[src/verilog/uart_regs_map.vh]
// Register offsets, field positions and reset values of the serial channel registers
`ifndef UART_REGS_MAP_VH
`define UART_REGS_MAP_VH

// ****************************************
// Register offsets
// ****************************************
`define UART_CLK_CTRL_OFS   16'h4380
`define UART_FRAME_MODE_OFS 16'h4382
`define UART_BAUD_RATE_OFS  16'h4384
`define UART_CONTROL_OFS    16'h4386
`define UART_TX_DATA_OFS    16'h4388
`define UART_RX_DATA_OFS    16'h438A
`define UART_STATUS_OFS     16'h438C
`define UART_INT_EN_OFS     16'h438E

// ****************************************
// Writable masks
// ****************************************
`define UART_CLK_CTRL_MASK   16'h0133
`define UART_FRAME_MODE_MASK 16'h077F
`define UART_BAUD_RATE_MASK  16'h0FFF
`define UART_CONTROL_MASK    16'h0003
`define UART_INT_EN_MASK     16'h007F

// ****************************************
// Field positions
// ****************************************
`define UART_CTL_MODEN_BIT  0
`define UART_CTL_SFTRST_BIT 1
`define UART_ST_TBE_BIT     0
`define UART_ST_RB1_BIT     1
`define UART_ST_RB2_BIT     2
`define UART_ST_OE_BIT      3
`define UART_ST_PE_BIT      4
`define UART_ST_FE_BIT      5
`define UART_ST_TEND_BIT    6
`define UART_ST_TBSY_BIT    8
`define UART_ST_RBSY_BIT    9

// ****************************************
// Reset values and receive buffer depth
// ****************************************
`define UART_REG_RESET   16'h0000
`define UART_FLAGS_RESET 7'h01
`define UART_RX_DEPTH    2

`endif

[src/verilog/uart_register_interface.v]
// Register interface of one asynchronous serial channel
`timescale 1ns/1ps
`include "uart_regs_map.vh"

// Overview of operation
// RL1 - Transmission-end and overrun flags clear only when software writes one to them or on a soft reset.
// RL2 - Framing and parity flags clear on write-one or on any receive data read.
// RL3 - One-byte and two-bytes received flags are read-only, cleared by receive data read.
// RL4 - Transmit-buffer-empty resets to one, read-only, cleared by transmit data write.
// RL5 - Interrupt request is high while any flag and its same-position enable are set.
module uart_register_interface (
  // Clock and reset
  input  wire        MCLK,
  input  wire        RESET_N,
  // Register port
  input  wire [15:0] ADDR,
  input  wire [15:0] WDATA,
  input  wire        WR,
  input  wire        RD,
  output reg  [15:0] RDATA,
  // Interrupt
  output reg         IRQ,
  // Configuration to the serial engine
  output reg  [1:0]  CLK_SRC,
  output reg  [1:0]  CLK_DIV,
  output reg         DBG_RUN,
  output reg  [10:0] FRAME_MODE,
  output reg  [3:0]  BAUD_FINE,
  output reg  [7:0]  BAUD_COUNT,
  output reg         MOD_EN,
  output reg         SOFT_RST,
  // Transmit side of the engine
  output reg  [7:0]  TX_DATA,
  output reg         TX_LOAD,
  input  wire        TX_TAKEN,
  input  wire        TX_END_EVT,
  input  wire        TX_BUSY,
  // Receive side of the engine
  input  wire        RX_PUSH,
  input  wire [7:0]  RX_BYTE,
  input  wire        RX_FERR,
  input  wire        RX_PERR,
  input  wire        RX_BUSY
);

  // ****************************************
  // Declarations
  // ****************************************
  reg  [15:0] clk_ctrl_reg;
  reg  [15:0] frame_mode_reg;
  reg  [15:0] baud_rate_reg;
  reg  [15:0] control_reg;
  reg  [7:0]  tx_data_reg;
  reg  [15:0] int_en_reg;
  reg  [15:0] int_en_next;
  reg  [6:0]  flags_reg;
  reg  [6:0]  flags_next;
  reg  [7:0]  rx_mem [0:`UART_RX_DEPTH-1];
  reg         rx_head_reg;
  reg  [1:0]  rx_count_reg;
  reg  [1:0]  rx_count_next;
  reg  [15:0] rdata_next;
  reg  [6:0]  set_vec;
  reg  [6:0]  clr_vec;
  wire        srst;
  wire        wr_clk;
  wire        wr_mode;
  wire        wr_baud;
  wire        wr_ctl;
  wire        wr_txd;
  wire        wr_st;
  wire        wr_ie;
  wire        rd_rxd;
  wire        rx_full;
  wire        rx_pop;
  wire        push_ok;
  wire        wr_idx;

  // ****************************************
  // Address decode
  // ****************************************
  assign wr_clk  = WR && (ADDR == `UART_CLK_CTRL_OFS);
  assign wr_mode = WR && (ADDR == `UART_FRAME_MODE_OFS);
  assign wr_baud = WR && (ADDR == `UART_BAUD_RATE_OFS);
  assign wr_ctl  = WR && (ADDR == `UART_CONTROL_OFS);
  assign wr_txd  = WR && (ADDR == `UART_TX_DATA_OFS);
  assign wr_st   = WR && (ADDR == `UART_STATUS_OFS);
  assign wr_ie   = WR && (ADDR == `UART_INT_EN_OFS);
  assign rd_rxd  = RD && (ADDR == `UART_RX_DATA_OFS);

  // Soft reset is a one-cycle pulse so software need not clear it
  assign srst = control_reg[`UART_CTL_SFTRST_BIT];

  // ****************************************
  // Receive buffer, two entries
  // ****************************************
  assign rx_full = (rx_count_reg == 2'd2);
  assign rx_pop  = rd_rxd && (rx_count_reg != 2'd0) && !srst;
  // A pop in the same cycle frees a slot, so a full buffer still accepts
  assign push_ok = RX_PUSH && (!rx_full || rx_pop) && !srst;
  assign wr_idx  = rx_head_reg ^ rx_count_reg[0];

  always @* begin
    rx_count_next = rx_count_reg;
    if (srst) begin
      rx_count_next = 2'd0;
    end else if (push_ok && !rx_pop) begin
      rx_count_next = rx_count_reg + 2'd1;
    end else if (rx_pop && !push_ok) begin
      rx_count_next = rx_count_reg - 2'd1;
    end
  end

  always @(posedge MCLK or negedge RESET_N) begin
    if (!RESET_N) begin
      rx_head_reg  <= 1'b0;
      rx_count_reg <= 2'd0;
      rx_mem[0]    <= 8'h00;
      rx_mem[1]    <= 8'h00;
    end else begin
      rx_count_reg <= rx_count_next;
      if (srst) begin
        rx_head_reg <= 1'b0;
      end else if (rx_pop) begin
        rx_head_reg <= ~rx_head_reg;
      end
      if (push_ok) begin
        rx_mem[wr_idx] <= RX_BYTE;
      end
    end
  end

  // ****************************************
  // Status flags
  // ****************************************
  // Hardware set wins over a write-one or read clear in the same cycle; a soft reset overrides both
  always @* begin
    set_vec = 7'h00;
    clr_vec = 7'h00;
    set_vec[`UART_ST_TEND_BIT] = TX_END_EVT;
    set_vec[`UART_ST_FE_BIT]   = push_ok && RX_FERR;
    set_vec[`UART_ST_PE_BIT]   = push_ok && RX_PERR;
    set_vec[`UART_ST_OE_BIT]   = RX_PUSH && !push_ok && !srst;
    set_vec[`UART_ST_TBE_BIT]  = TX_TAKEN;
    if (wr_st) begin
      clr_vec[`UART_ST_TEND_BIT] = WDATA[`UART_ST_TEND_BIT]; // RL1
      clr_vec[`UART_ST_OE_BIT]   = WDATA[`UART_ST_OE_BIT]; // RL1
      clr_vec[`UART_ST_FE_BIT]   = WDATA[`UART_ST_FE_BIT]; // RL2
      clr_vec[`UART_ST_PE_BIT]   = WDATA[`UART_ST_PE_BIT]; // RL2
    end
    if (rd_rxd) begin
      clr_vec[`UART_ST_FE_BIT] = 1'b1; // RL2
      clr_vec[`UART_ST_PE_BIT] = 1'b1; // RL2
    end
    clr_vec[`UART_ST_TBE_BIT] = wr_txd; // RL4
    flags_next = (flags_reg & ~clr_vec) | set_vec;
    // Receive levels follow the buffer fill; a read pops one entry
    flags_next[`UART_ST_RB1_BIT] = (rx_count_next != 2'd0); // RL3
    flags_next[`UART_ST_RB2_BIT] = (rx_count_next == 2'd2); // RL3
    if (srst) begin
      flags_next = `UART_FLAGS_RESET; // RL4
    end
  end

  always @* begin
    int_en_next = int_en_reg;
    if (wr_ie) begin
      int_en_next = WDATA & `UART_INT_EN_MASK;
    end
  end

  // ****************************************
  // Register storage
  // ****************************************
  always @(posedge MCLK or negedge RESET_N) begin
    if (!RESET_N) begin
      clk_ctrl_reg   <= `UART_REG_RESET;
      frame_mode_reg <= `UART_REG_RESET;
      baud_rate_reg  <= `UART_REG_RESET;
      control_reg    <= `UART_REG_RESET;
      tx_data_reg    <= 8'h00;
      int_en_reg     <= `UART_REG_RESET;
      flags_reg      <= `UART_FLAGS_RESET; // RL4
    end else begin
      if (wr_clk) begin
        clk_ctrl_reg <= WDATA & `UART_CLK_CTRL_MASK;
      end
      if (wr_mode) begin
        frame_mode_reg <= WDATA & `UART_FRAME_MODE_MASK;
      end
      if (wr_baud) begin
        baud_rate_reg <= WDATA & `UART_BAUD_RATE_MASK;
      end
      if (wr_ctl) begin
        control_reg <= WDATA & `UART_CONTROL_MASK;
      end else begin
        control_reg[`UART_CTL_SFTRST_BIT] <= 1'b0;
      end
      if (wr_txd) begin
        tx_data_reg <= WDATA[7:0];
      end
      int_en_reg <= int_en_next;
      flags_reg  <= flags_next;
    end
  end

  // ****************************************
  // Read path
  // ****************************************
  always @* begin
    rdata_next = 16'h0000;
    if (RD) begin
      case (ADDR)
        `UART_CLK_CTRL_OFS:   rdata_next = clk_ctrl_reg;
        `UART_FRAME_MODE_OFS: rdata_next = frame_mode_reg;
        `UART_BAUD_RATE_OFS:  rdata_next = baud_rate_reg;
        `UART_CONTROL_OFS:    rdata_next = control_reg;
        `UART_TX_DATA_OFS:    rdata_next = {8'h00, tx_data_reg};
        `UART_RX_DATA_OFS:    rdata_next = {8'h00, rx_mem[rx_head_reg]};
        `UART_STATUS_OFS: begin
          rdata_next[6:0] = flags_reg;
          rdata_next[`UART_ST_TBSY_BIT] = TX_BUSY;
          rdata_next[`UART_ST_RBSY_BIT] = RX_BUSY;
        end
        `UART_INT_EN_OFS:     rdata_next = int_en_reg;
        default:              rdata_next = 16'h0000;
      endcase
    end
  end

  // ****************************************
  // Registered outputs
  // ****************************************
  always @(posedge MCLK or negedge RESET_N) begin
    if (!RESET_N) begin
      RDATA      <= 16'h0000;
      IRQ        <= 1'b0;
      CLK_SRC    <= 2'b00;
      CLK_DIV    <= 2'b00;
      DBG_RUN    <= 1'b0;
      FRAME_MODE <= 11'h000;
      BAUD_FINE  <= 4'h0;
      BAUD_COUNT <= 8'h00;
      MOD_EN     <= 1'b0;
      SOFT_RST   <= 1'b0;
      TX_DATA    <= 8'h00;
      TX_LOAD    <= 1'b0;
    end else begin
      RDATA      <= rdata_next;
      // Built from next values so the request tracks the flags without lag
      IRQ        <= |(flags_next & int_en_next[6:0]); // RL5
      CLK_SRC    <= clk_ctrl_reg[1:0];
      CLK_DIV    <= clk_ctrl_reg[5:4];
      DBG_RUN    <= clk_ctrl_reg[8];
      FRAME_MODE <= frame_mode_reg[10:0];
      BAUD_FINE  <= baud_rate_reg[11:8];
      BAUD_COUNT <= baud_rate_reg[7:0];
      MOD_EN     <= control_reg[`UART_CTL_MODEN_BIT];
      SOFT_RST   <= srst;
      TX_DATA    <= wr_txd ? WDATA[7:0] : tx_data_reg;
      TX_LOAD    <= wr_txd;
    end
  end

endmodule

[config.mk]
export PLATFORM = sky130hd
export DESIGN_NAME = uart_register_interface
export DESIGN_NICKNAME = d
export VERILOG_FILES = /design/src/verilog/uart_register_interface.v
export VERILOG_INCLUDE_DIRS = /design/src /design/src/verilog
export SDC_FILE = /design/constraint.sdc
export NUM_CORES = 1
export LEC_CHECK = 0
export ABC_AREA = 1
export BUFFER_PORTS_ARGS = -buffer_cell sky130_fd_sc_hd__clkbuf_2
export CORE_ASPECT_RATIO = 1.5
export CORE_MARGIN = 4
export CORE_UTILIZATION = 54
export CTS_BUF_LIST = sky130_fd_sc_hd__clkbuf_4 sky130_fd_sc_hd__clkbuf_8 sky130_fd_sc_hd__clkbuf_16
export CTS_CLUSTER_DIAMETER = 200
export DETAILED_ROUTE_END_ITERATION = 10
export PLACE_DENSITY_LB_ADDON = 0.25
export SLEW_MARGIN = 30
export SYNTH_ARGS = -nofsm -noshare
export SYNTH_HDL_FRONTEND = slang
export SYNTH_SLANG_ARGS = --single-unit
[constraint.sdc]
create_clock -name MCLK -period 2.4 [get_ports MCLK]
set_input_delay 0.36 -clock MCLK [delete_from_list [all_inputs] [get_ports MCLK]]
set_output_delay 0.36 -clock MCLK [all_outputs]
set_load 0.005 [all_outputs]
==> results.sh, run 1 <==
export IMPL_outcome="complete, no violations"
export IMPL_cts_resized=0
export IMPL_clk_latency_ns=0.41
export IMPL_crit_type="flop to flop"
export IMPL_die_y_um=124
export IMPL_placeableCoreArea_um2=8780
export IMPL_fmax_mhz=531
export IMPL_largest_reg_flops=16
export IMPL_portBuffers=97
export IMPL_grt_overflow=0
export IMPL_regToRegSetupSlack_ns=0.52
export IMPL_ir_worst_vdd_mv=0.613
export IMPL_die_area_um2=10600
export IMPL_cts_tree="built"
export IMPL_max_cap_violations=0
export IMPL_cts_inserted_buffers=17
export IMPL_die_x_um=85.4
export IMPL_cp_data_required_time_ns=2.68
export IMPL_worstMarginPinSlew_ns=0.645
export IMPL_ys_ff_latch=113
export IMPL_ys_top_cells_by_count="125 x nand2_1, 112 x dfrtp_1, 56 x inv_1, 31 x nor2_1, 31 x o21ai_0"
export IMPL_design_power_total_mw=5.29
export IMPL_nFillCells=687
export IMPL_synth_area_leaders="dfrtp_1 58%, nand2_1 9.7%, inv_1 4.3%"
export IMPL_synth_seq_area_share_pct=58.3
export IMPL_netlist_instances=507
export IMPL_synth_edf_count=0
export IMPL_area_delta_synth_final_pct=24.4
export IMPL_wl_per_cell_um=15.7
export IMPL_powerDensity_nw_per_um2=877
export IMPL_nets=670
export IMPL_via_per_inst=5.27
export IMPL_ant_nets=0
export IMPL_synthFlopType="dfrtp_1"
export IMPL_startpoint_type="flop"
export IMPL_grt_max_degree=77
export IMPL_n_antenna_cell=0
export IMPL_finalWeightedCongestion=0.936
export IMPL_whs_ns=0.193
export IMPL_yosysWarningCount=0
export IMPL_leakage_nw=3.11
export IMPL_yosysMostFrequentCell="nand2_1"
export IMPL_yosys_cell_types_count=40
export IMPL_io_pins=107
export IMPL_dr_pass1_iters=6
export IMPL_rr_startpoint="rx_count_reg[0]$_DFF_PN0_"
export IMPL_syn_area_um2=4850
export IMPL_setup_viol=0
export IMPL_cp_max_fo=3
export IMPL_synth_top_cell_area_share_pct=57.8
export IMPL_endpoint="IRQ$_DFF_PN0_"
export IMPL_finalCritPeriodShare_pct=78.5
export IMPL_place_area_um2=5450
export IMPL_drc=0
export IMPL_clkTransAtPathRegs_ns=0.05
export IMPL_avgSynthCellArea_um2=9.56
export IMPL_endpoint_kind="flop"
export IMPL_antenna_found_initial=0
export IMPL_layout_min_cycle_time_ns=1.88
export IMPL_design_area_um2=6030
export IMPL_h_tree_depth=4
export IMPL_drv_slew=0
export IMPL_drtIter0Drc=293
export IMPL_num_vias=3900
export IMPL_relSlewSlack_pct=56.9
export IMPL_start_util_pct=55.2
export IMPL_grt_usage_pct=23.8
export IMPL_drive_above_1_share_pct=28.7
export IMPL_skew_ns=0.00687
export IMPL_rsz0062_at_grt="no"
export IMPL_cts_sinks=113
export IMPL_reg2reg_depth=12
export IMPL_cp_arrival_ns=2.16
export IMPL_yosysTopAreaCell="dfrtp_1"
export IMPL_grt_pass1_wl_um=19100
export IMPL_clk_path_buf_depth=2
export IMPL_ys_async_sr_fraction_pct=100
export IMPL_reg2reg_to="IRQ$_DFF_PN0_"
export IMPL_root_buffer="clkbuf_16"
export IMPL_hold_path_class="input port to flop"
export IMPL_multi_input_area_um2=1700
export IMPL_first_global_vias=3985
export IMPL_dpl_hpwl_um=8320
export IMPL_final_hold_viol_count=0
export IMPL_num_rows=42
export IMPL_critical_path_startpoint="rx_count_reg[0]$_DFF_PN0_"
export IMPL_wl_um=11600
export IMPL_ff_latch_area_um2=2830
export IMPL_setup_tns_ns=0
[where the power goes]
group	leakage, nW	switching, mW	internal, mW	total, mW
clock	0.287	0.851	1.57	2.42
sequential	1.51	0.0901	2.07	2.16
combinational	1.31	0.453	0.253	0.707
total	3.11	1.39	3.89	5.29
[layout by cell type, fill, tap and decap left out, types with 2 or more instances in the layout]
master / count
nand2_1: 125
nor3_2: 2
nor2_1: 31
a22o_1: 6
clkinvlp_4: 2
a31oi_1: 2
o211ai_1: 2
a211oi_1: 3
nand4_1: 4
clkbuf_2: 96
o21ai_2: 17
ha_1: 2
nor3_1: 4
nand2_4: 4
o21ai_1: 20
clkinv_2: 6
nor2_4: 4
nand2_2: 5
o21ai_0: 31
a221oi_1: 3
bufinv_16: 2
conb_1: 5
mux2i_1: 7
a21oi_1: 3
mux2_2: 2
inv_2: 6
o2111ai_1: 3
inv_1: 56
nor2_2: 3
clkbuf_4: 3
dfrtp_1: 112
nand3_1: 23
clkbuf_16: 17
buf_4: 6
[worst max-delay path, stage by stage, from the launching register on]
cell and delay [ns]:
dfrtp_1 0.38, inv_1 0.10, ha_1 0.23, inv_1 0.11, nand4_1 0.14, clkinv_1 0.10, nand3_1 0.12, nand2_1 0.10
nand2_1 0.05, nand3_1 0.12, nand2_1 0.11, nand2_1 0.08, nand3_1 0.10
[per-layer routing]
layer  up-vias  routed length (um)  global-route usage [%]  part of all wire (%)
met5         -                   0                       0                     0
li1       1858                   -                       -                     -
met2       165                6160                    41.9                    53
met4         0                 335                    10.9                   2.9
met3        38                 817                    8.07                   7.0
met1      1839                4320                    25.6                    37
[area by class of cell]
class                      instances  share of cell area (%)
clock buffer                      21                    7.66
clock inverter                    11                    1.89
inverter                          63                    3.92
multi-input combinational        318                    28.1
sequential                       113                    46.9
tap                              110                    2.28
timing repair buffer             104                    9.21
[cell families after synthesis]
group / count (synthesis) / share of synthesized area, %
simple gates: 209 / 19.8
xor+xnor: 1 / 0.181
other cells: 1 / 0.0773
buf+inv: 80 / 6.97
flops: 113 / 58.3
fa+ha+maj: 2 / 0.516
compound gates: 92 / 12.2
mux: 9 / 1.91
[per-stage QoR]
step / setup slack [ns] / util [%] / std cells
floorplan: 0.768 / - / 511
global placement: 0.387 / 62.0 / 707
detailed placement: 0.348 / 62.0 / 707
CTS: 0.547 / 68.7 / 740
global route: 0.338 / 68.7 / 740
finish: 0.516 / 68.7 / 740
[what timing repair did]
item	CTS	global route
hold endpoints to repair	36	0
setup endpoints to repair	0	0
setup buffers	0	0
hold buffers	1	0
[how the worst min path moves through the flow]
stage	startpoint	end	slack, ns	cells past startpoint
global placement	RESET_N	RDATA[0]$_DFF_PN0_	0.35	1
global route	WDATA[9]	baud_rate_reg[9]$_DFFE_PN0P_	0.19	3
finish	WDATA[11]	baud_rate_reg[11]$_DFFE_PN0P_	0.19	2
CTS	WDATA[11]	baud_rate_reg[11]$_DFFE_PN0P_	0.19	2
floorplan	RESET_N	BAUD_COUNT[0]$_DFF_PN0_	0.06	0
detailed placement	RESET_N	RDATA[0]$_DFF_PN0_	0.35	1
Power figures use the tool's default switching activity.
==> run 2, diff against run 1 <==
--- a/config.mk
+++ b/config.mk
@@ -10,7 +10,7 @@
 export BUFFER_PORTS_ARGS = -buffer_cell sky130_fd_sc_hd__clkbuf_2
 export CORE_ASPECT_RATIO = 1.5
 export CORE_MARGIN = 4
-export CORE_UTILIZATION = 54
+export CORE_UTILIZATION = 49
 export CTS_BUF_LIST = sky130_fd_sc_hd__clkbuf_4 sky130_fd_sc_hd__clkbuf_8 sky130_fd_sc_hd__clkbuf_16
 export CTS_CLUSTER_DIAMETER = 200
 export DETAILED_ROUTE_END_ITERATION = 10
==> constraint.sdc (replaced) <==
create_clock -name MCLK -period 1.71 [get_ports MCLK]
set_input_delay 0.2565 -clock MCLK [delete_from_list [all_inputs] [get_ports MCLK]]
set_output_delay 0.2565 -clock MCLK [all_outputs]
set_load 0.005 [all_outputs]
==> run 2 against run 1 <==
- non-clock buffer count up 33
- maximum frequency up 16%
- wire length up 6.0%
- via count up 4.9%
- first-iteration DRC count down 8.9%
- global-route usage down 1.4 points
- combinational power up 53%
==> results.sh, run 2 (synthesis gave the netlist of run 1 again) <==
export IMPL_outcome="complete, no violations"
export IMPL_setup_viol=0
export IMPL_cp_arrival_ns=1.91
export IMPL_antenna_found_initial=0
export IMPL_layout_min_cycle_time_ns=1.62
export IMPL_powerDensity_nw_per_um2=1190
export IMPL_placeableCoreArea_um2=9690
export IMPL_grt_pass1_wl_um=19400
export IMPL_num_vias=4090
export IMPL_num_rows=44
export IMPL_whs_ns=0.0790
export IMPL_h_tree_depth=4
export IMPL_place_area_um2=5720
export IMPL_setup_tns_ns=0
export IMPL_finalCritPeriodShare_pct=94.7
export IMPL_cp_data_required_time_ns=2.00
export IMPL_design_area_um2=6340
export IMPL_fmax_mhz=618
export IMPL_wl_per_cell_um=15.9
export IMPL_drive_above_1_share_pct=33.2
export IMPL_drtIter0Drc=267
export IMPL_ant_nets=0
export IMPL_cts_inserted_buffers=17
export IMPL_finalWeightedCongestion=0.911
export IMPL_cts_sinks=113
export IMPL_hold_path_class="input port to flop"
export IMPL_die_area_um2=11600
export IMPL_portBuffers=97
export IMPL_cp_max_fo=3
export IMPL_via_per_inst=5.26
export IMPL_ir_worst_vdd_mv=1.32
export IMPL_clk_path_buf_depth=2
export IMPL_final_hold_viol_count=0
export IMPL_area_delta_synth_final_pct=30.8
export IMPL_layout_common_cells="125 x nand2_1, 111 x dfrtp_1, 96 x clkbuf_2"
export IMPL_root_buffer="clkbuf_16"
export IMPL_die_x_um=89.2
export IMPL_crit_type="flop to flop"
export IMPL_largest_reg_flops=16
export IMPL_leakage_nw=3.28
export IMPL_drv_slew=0
export IMPL_drc=0
export IMPL_endpoint_kind="flop"
export IMPL_clkTransAtPathRegs_ns=0.06
export IMPL_wl_um=12300
export IMPL_io_pins=107
export IMPL_nets=703
export IMPL_design_power_total_mw=7.55
export IMPL_startpoint_type="flop"
export IMPL_clk_latency_ns=0.41
export IMPL_start_util_pct=50.0
export IMPL_dpl_hpwl_um=8870
export IMPL_first_global_vias=4027
export IMPL_dr_pass1_iters=5
export IMPL_grt_usage_pct=22.3
export IMPL_cts_tree="built"
export IMPL_grt_max_degree=58
export IMPL_grt_overflow=0
export IMPL_die_y_um=130
export IMPL_max_cap_violations=0
export IMPL_n_antenna_cell=0
export IMPL_skew_ns=0.00602
export IMPL_final_common_cell="nand2_1"
[run 2: cell types whose count changed in the layout (fill, tap and decap cells not counted), sizes merged]
cell and change:
inv +4, clkinvlp +1, clkbuf -4, buf +33, clkinv -1
[run 2: layer usage]
layer,wire length [um],part of all wire [%],global-route usage [%]
met5,0,0,0
met4,415,3.4,11.4
met3,780,6.3,5.69
met2,6440,52,37.7
met1,4700,38,25.8
[run 2: worst max-delay path, cell delays in order (launching register included)]
cell     delay (ns)
dfrtp_1        0.36
inv_2          0.06
ha_2           0.18
inv_2          0.07
nand4_1        0.14
inv_2          0.10
nand3_2        0.08
nand2_1        0.09
nand2_1        0.05
nand3_1        0.11
nand2_1        0.10
nand2_1        0.07
nand3_1        0.08
[run 2: cell type report]
type                       count  area (um^2)
sequential                   113         2830
inverter                      63          236
clock buffer                  17          425
tap                          115          144
fill                         758         3350
multi-input combinational    318         1700
clock inverter                15          159
timing repair buffer         137          841
[run 2: through the flow]
step	instances	utilization [%]	setup WS [ns]
6_report	778	65.4	0.0909
4_1_cts	776	65.2	0.0190
3_3_place_gp	743	59.1	-0.0664
2_1_floorplan	511	-	0.160
5_1_grt	778	65.4	-0.00514
3_5_place_dp	743	59.1	-0.128
[run 2: report_power, final]
group	internal, mW	leakage (nW)	switching [mW]
Clock	2.15	0.280	1.31
Combinational	0.412	1.49	0.666
Sequential	2.90	1.51	0.114
[run 2: timing repair]
item / in CTS / in global routing
buffers inserted: 0 / 2
endpoints found under the hold margin: 16 / 0
resized for setup: 0 / 6
setup endpoints to repair: 0 / 20
hold buffers: 1 / 0
[run 2: worst paths after layout]
check | startpoint | end | slack, ns | cells past startpoint
min | WDATA[11] | baud_rate_reg[11]$_DFFE_PN0P_ | 0.08 | 2
max reg2reg | rx_count_reg[0]$_DFF_PN0_ | IRQ$_DFF_PN0_ | 0.09 | 12
max | rx_count_reg[0]$_DFF_PN0_ | IRQ$_DFF_PN0_ | 0.09 | 12
min in group asynchronous | RESET_N | MOD_EN$_DFF_PN0_ | 0.26 | 2
max in group asynchronous | RESET_N | baud_rate_reg[3]$_DFFE_PN0P_ | 0.88 | 3
min reg2reg | baud_rate_reg[11]$_DFFE_PN0P_ | BAUD_FINE[3]$_DFF_PN0_ | 0.39 | 0
==> run 3, diff against run 2 <==
--- a/config.mk
+++ b/config.mk
@@ -9,7 +9,7 @@
 export ABC_AREA = 1
 export BUFFER_PORTS_ARGS = -buffer_cell sky130_fd_sc_hd__clkbuf_2
 export CORE_ASPECT_RATIO = 1.5
-export CORE_MARGIN = 4
+export CORE_MARGIN = 2
 export CORE_UTILIZATION = 49
 export CTS_BUF_LIST = sky130_fd_sc_hd__clkbuf_4 sky130_fd_sc_hd__clkbuf_8 sky130_fd_sc_hd__clkbuf_16
 export CTS_CLUSTER_DIAMETER = 200
==> constraint.sdc (replaced) <==
create_clock -name MCLK -period 1.4 [get_ports MCLK]
set_input_delay 0.21 -clock MCLK [delete_from_list [all_inputs] [get_ports MCLK]]
set_output_delay 0.21 -clock MCLK [all_outputs]
set_load 0.005 [all_outputs]
==> run 3 against run 2 <==
- the run now ends with setup timing left
- global-route usage rose by 3.9 points
- clock power rose by 27%
- flip-flop and latch count did not move
- register-to-register slack got worse by 0.28 ns
- sequential share of layout area fell by 3.5 points
- critical path depth did not move
- maximum frequency rose by 2.0%
- critical path type unchanged
- highest routed layer unchanged
==> results.sh, run 3 (synthesis gave the netlist of run 1 again) <==
export IMPL_outcome="finished with violations"
export IMPL_violations="setup timing"
export IMPL_rr_startpoint="rx_count_reg[0]$_DFF_PN0_"
export IMPL_min_from="RX_BUSY"
export IMPL_die_area_um2=10700
export IMPL_cp_data_required_time_ns=1.68
export IMPL_first_global_vias=4472
export IMPL_setup_tns_ns=-2.87
export IMPL_wl_per_cell_um=16.8
export IMPL_num_vias=4225
export IMPL_leakage_nw=3.50
export IMPL_cp_max_fo=3
export IMPL_num_rows=44
export IMPL_hold_path_class="input port to flop"
export IMPL_final_util_pct=71.4
export IMPL_h_tree_depth=4
export IMPL_wl_met3_um=750
export IMPL_ant_nets=0
export IMPL_dpl_hpwl_um=9430
export IMPL_whs_ns=0.0448
export IMPL_antenna_found_initial=0
export IMPL_wl_um=13500
export IMPL_finalWeightedCongestion=0.880
export IMPL_skew_ns=0.00798
export IMPL_fin_cells=801
export IMPL_fmax_mhz=630
export IMPL_grt_overflow=0
export IMPL_ff_latch_area_um2=2830
export IMPL_drc=0
export IMPL_clockPowerShare_pct=42.4
export IMPL_n_antenna_cell=0
export IMPL_startpoint_type="flop"
export IMPL_cts_sinks=113
export IMPL_nets=726
export IMPL_cts_inserted_buffers=17
export IMPL_finalCritPeriodShare_pct=113
export IMPL_drtIter0Drc=254
export IMPL_dp_slack_ns=-0.322
export IMPL_layout_common_cells="111 x dfrtp_1, 106 x nand2_1, 96 x clkbuf_2"
export IMPL_grt_max_degree=37
export IMPL_cp_arrival_ns=1.87
export IMPL_start_util_pct=50.3
export IMPL_drive_above_1_share_pct=41.4
export IMPL_clk_path_buf_depth=2
export IMPL_grt_usage_pct=26.2
export IMPL_multi_input_area_um2=2010
export IMPL_root_buffer="clkbuf_16"
export IMPL_die_y_um=126
export IMPL_switching_power_mw=2.96
export IMPL_portBuffers=97
export IMPL_final_common_cell="dfrtp_1"
export IMPL_p_sw_share_pct=28.5
export IMPL_dp_cells=759
export IMPL_placeableCoreArea_um2=9630
export IMPL_fin_ws_ns=-0.187
export IMPL_max_cap_violations=0
export IMPL_largest_reg_flops=16
export IMPL_crit_type="flop to flop"
export IMPL_die_x_um=85.2
export IMPL_clkTransAtPathRegs_ns=0.05
export IMPL_powerDensity_nw_per_um2=1510
export IMPL_drv_slew=0
export IMPL_endpoint_kind="flop"
export IMPL_dr_pass1_iters=5
export IMPL_critical_path_startpoint="rx_count_reg[0]$_DFF_PN0_"
export IMPL_ir_worst_vdd_mv=1.35
export IMPL_io_pins=107
export IMPL_setup_viol=21
export IMPL_intPower_mw=7.42
export IMPL_top_layer_used="met4"
export IMPL_area_delta_synth_final_pct=41.8
export IMPL_power_frac_comb_pct=20.5
export IMPL_grt_pass1_wl_um=21700
export IMPL_rsz0062_at_grt="yes"
export IMPL_wl_met1_um=4690
export IMPL_via_per_inst=5.27
export IMPL_layout_min_cycle_time_ns=1.59
export IMPL_final_hold_viol_count=0
export IMPL_cts_tree="built"
export IMPL_nFillCells=717
export IMPL_seq_power_share_pct=37.1
export IMPL_dr_wl_met2_um=7350
export IMPL_clk_latency_ns=0.41
## run 3: cell type report
class / count / area share (%)
clock buffer: 22 / 6.92
clock inverter: 10 / 1.95
inverter: 63 / 3.49
multi-input combinational: 320 / 29.3
sequential: 113 / 41.2
tap: 115 / 2.09
timing repair buffer: 158 / 15.1
## run 3: worst paths after layout
path | depth (start not counted) | to | slack, ns
setup / recovery | 12 | IRQ$_DFF_PN0_ | -0.19
hold / removal | 3 | RDATA[9]$_DFF_PN0_ | 0.04
setup reg to reg | 12 | IRQ$_DFF_PN0_ | -0.19
hold reg to reg | 0 | BAUD_FINE[3]$_DFF_PN0_ | 0.40
max in group asynchronous | 3 | flags_reg[0]$_DFF_PN1_ | 0.52
min in group asynchronous | 2 | BAUD_COUNT[0]$_DFF_PN0_ | 0.30
## run 3: layer usage
| metal | track usage, % | vias up |
|---|---|---|
| met5 | 0 | - |
| met4 | 13.6 | 0 |
| met3 | 6.23 | 59 |
| met2 | 47.2 | 179 |
| met1 | 27.9 | 2003 |
| li1 | - | 1984 |
## run 3: critical path: stages, from the launching register on
cell,delay [ns]
dfrtp_1,0.38
inv_2,0.08
ha_4,0.17
inv_4,0.06
nand4_1,0.15
nand4_1,0.13
nand2_1,0.08
nand2_1,0.07
nand2_1,0.05
nor2_1,0.07
nand2_1,0.05
nor2_1,0.09
nand3_1,0.09
## run 3: power groups by stage
stage / Combinational [mW] / Clock (mW) / Sequential, mW
3_3_place_gp: 1.32 / 0 / 3.72
2_1_floorplan: 0.959 / 0 / 3.70
6_report: 2.12 / 4.40 / 3.85
3_5_place_dp: 1.38 / 0 / 3.74
5_1_grt: 2.29 / 4.60 / 3.88
4_1_cts: 1.84 / 4.43 / 3.74
## run 3: per-stage QoR
step | total power, mW | instance area (um^2)
after floorplan | 4.66 | 4920
after global placement | 5.05 | 5900
after detailed placement | 5.13 | 5900
after CTS | 10.0 | 6710
after global routing | 10.8 | 6880
final | 10.4 | 6880
## run 3: what timing repair did
| item | in CTS | in global routing |
|---|---|---|
| endpoints found under the setup margin | 20 | 26 |
| hold buffers | 1 | 0 |
| pin swaps | 5 | 7 |
| gates cloned | 2 | 0 |
| hold endpoints to repair | 30 | 0 |
| gates resized for setup | 33 | 33 |
| buffers inserted | 5 | 2 |
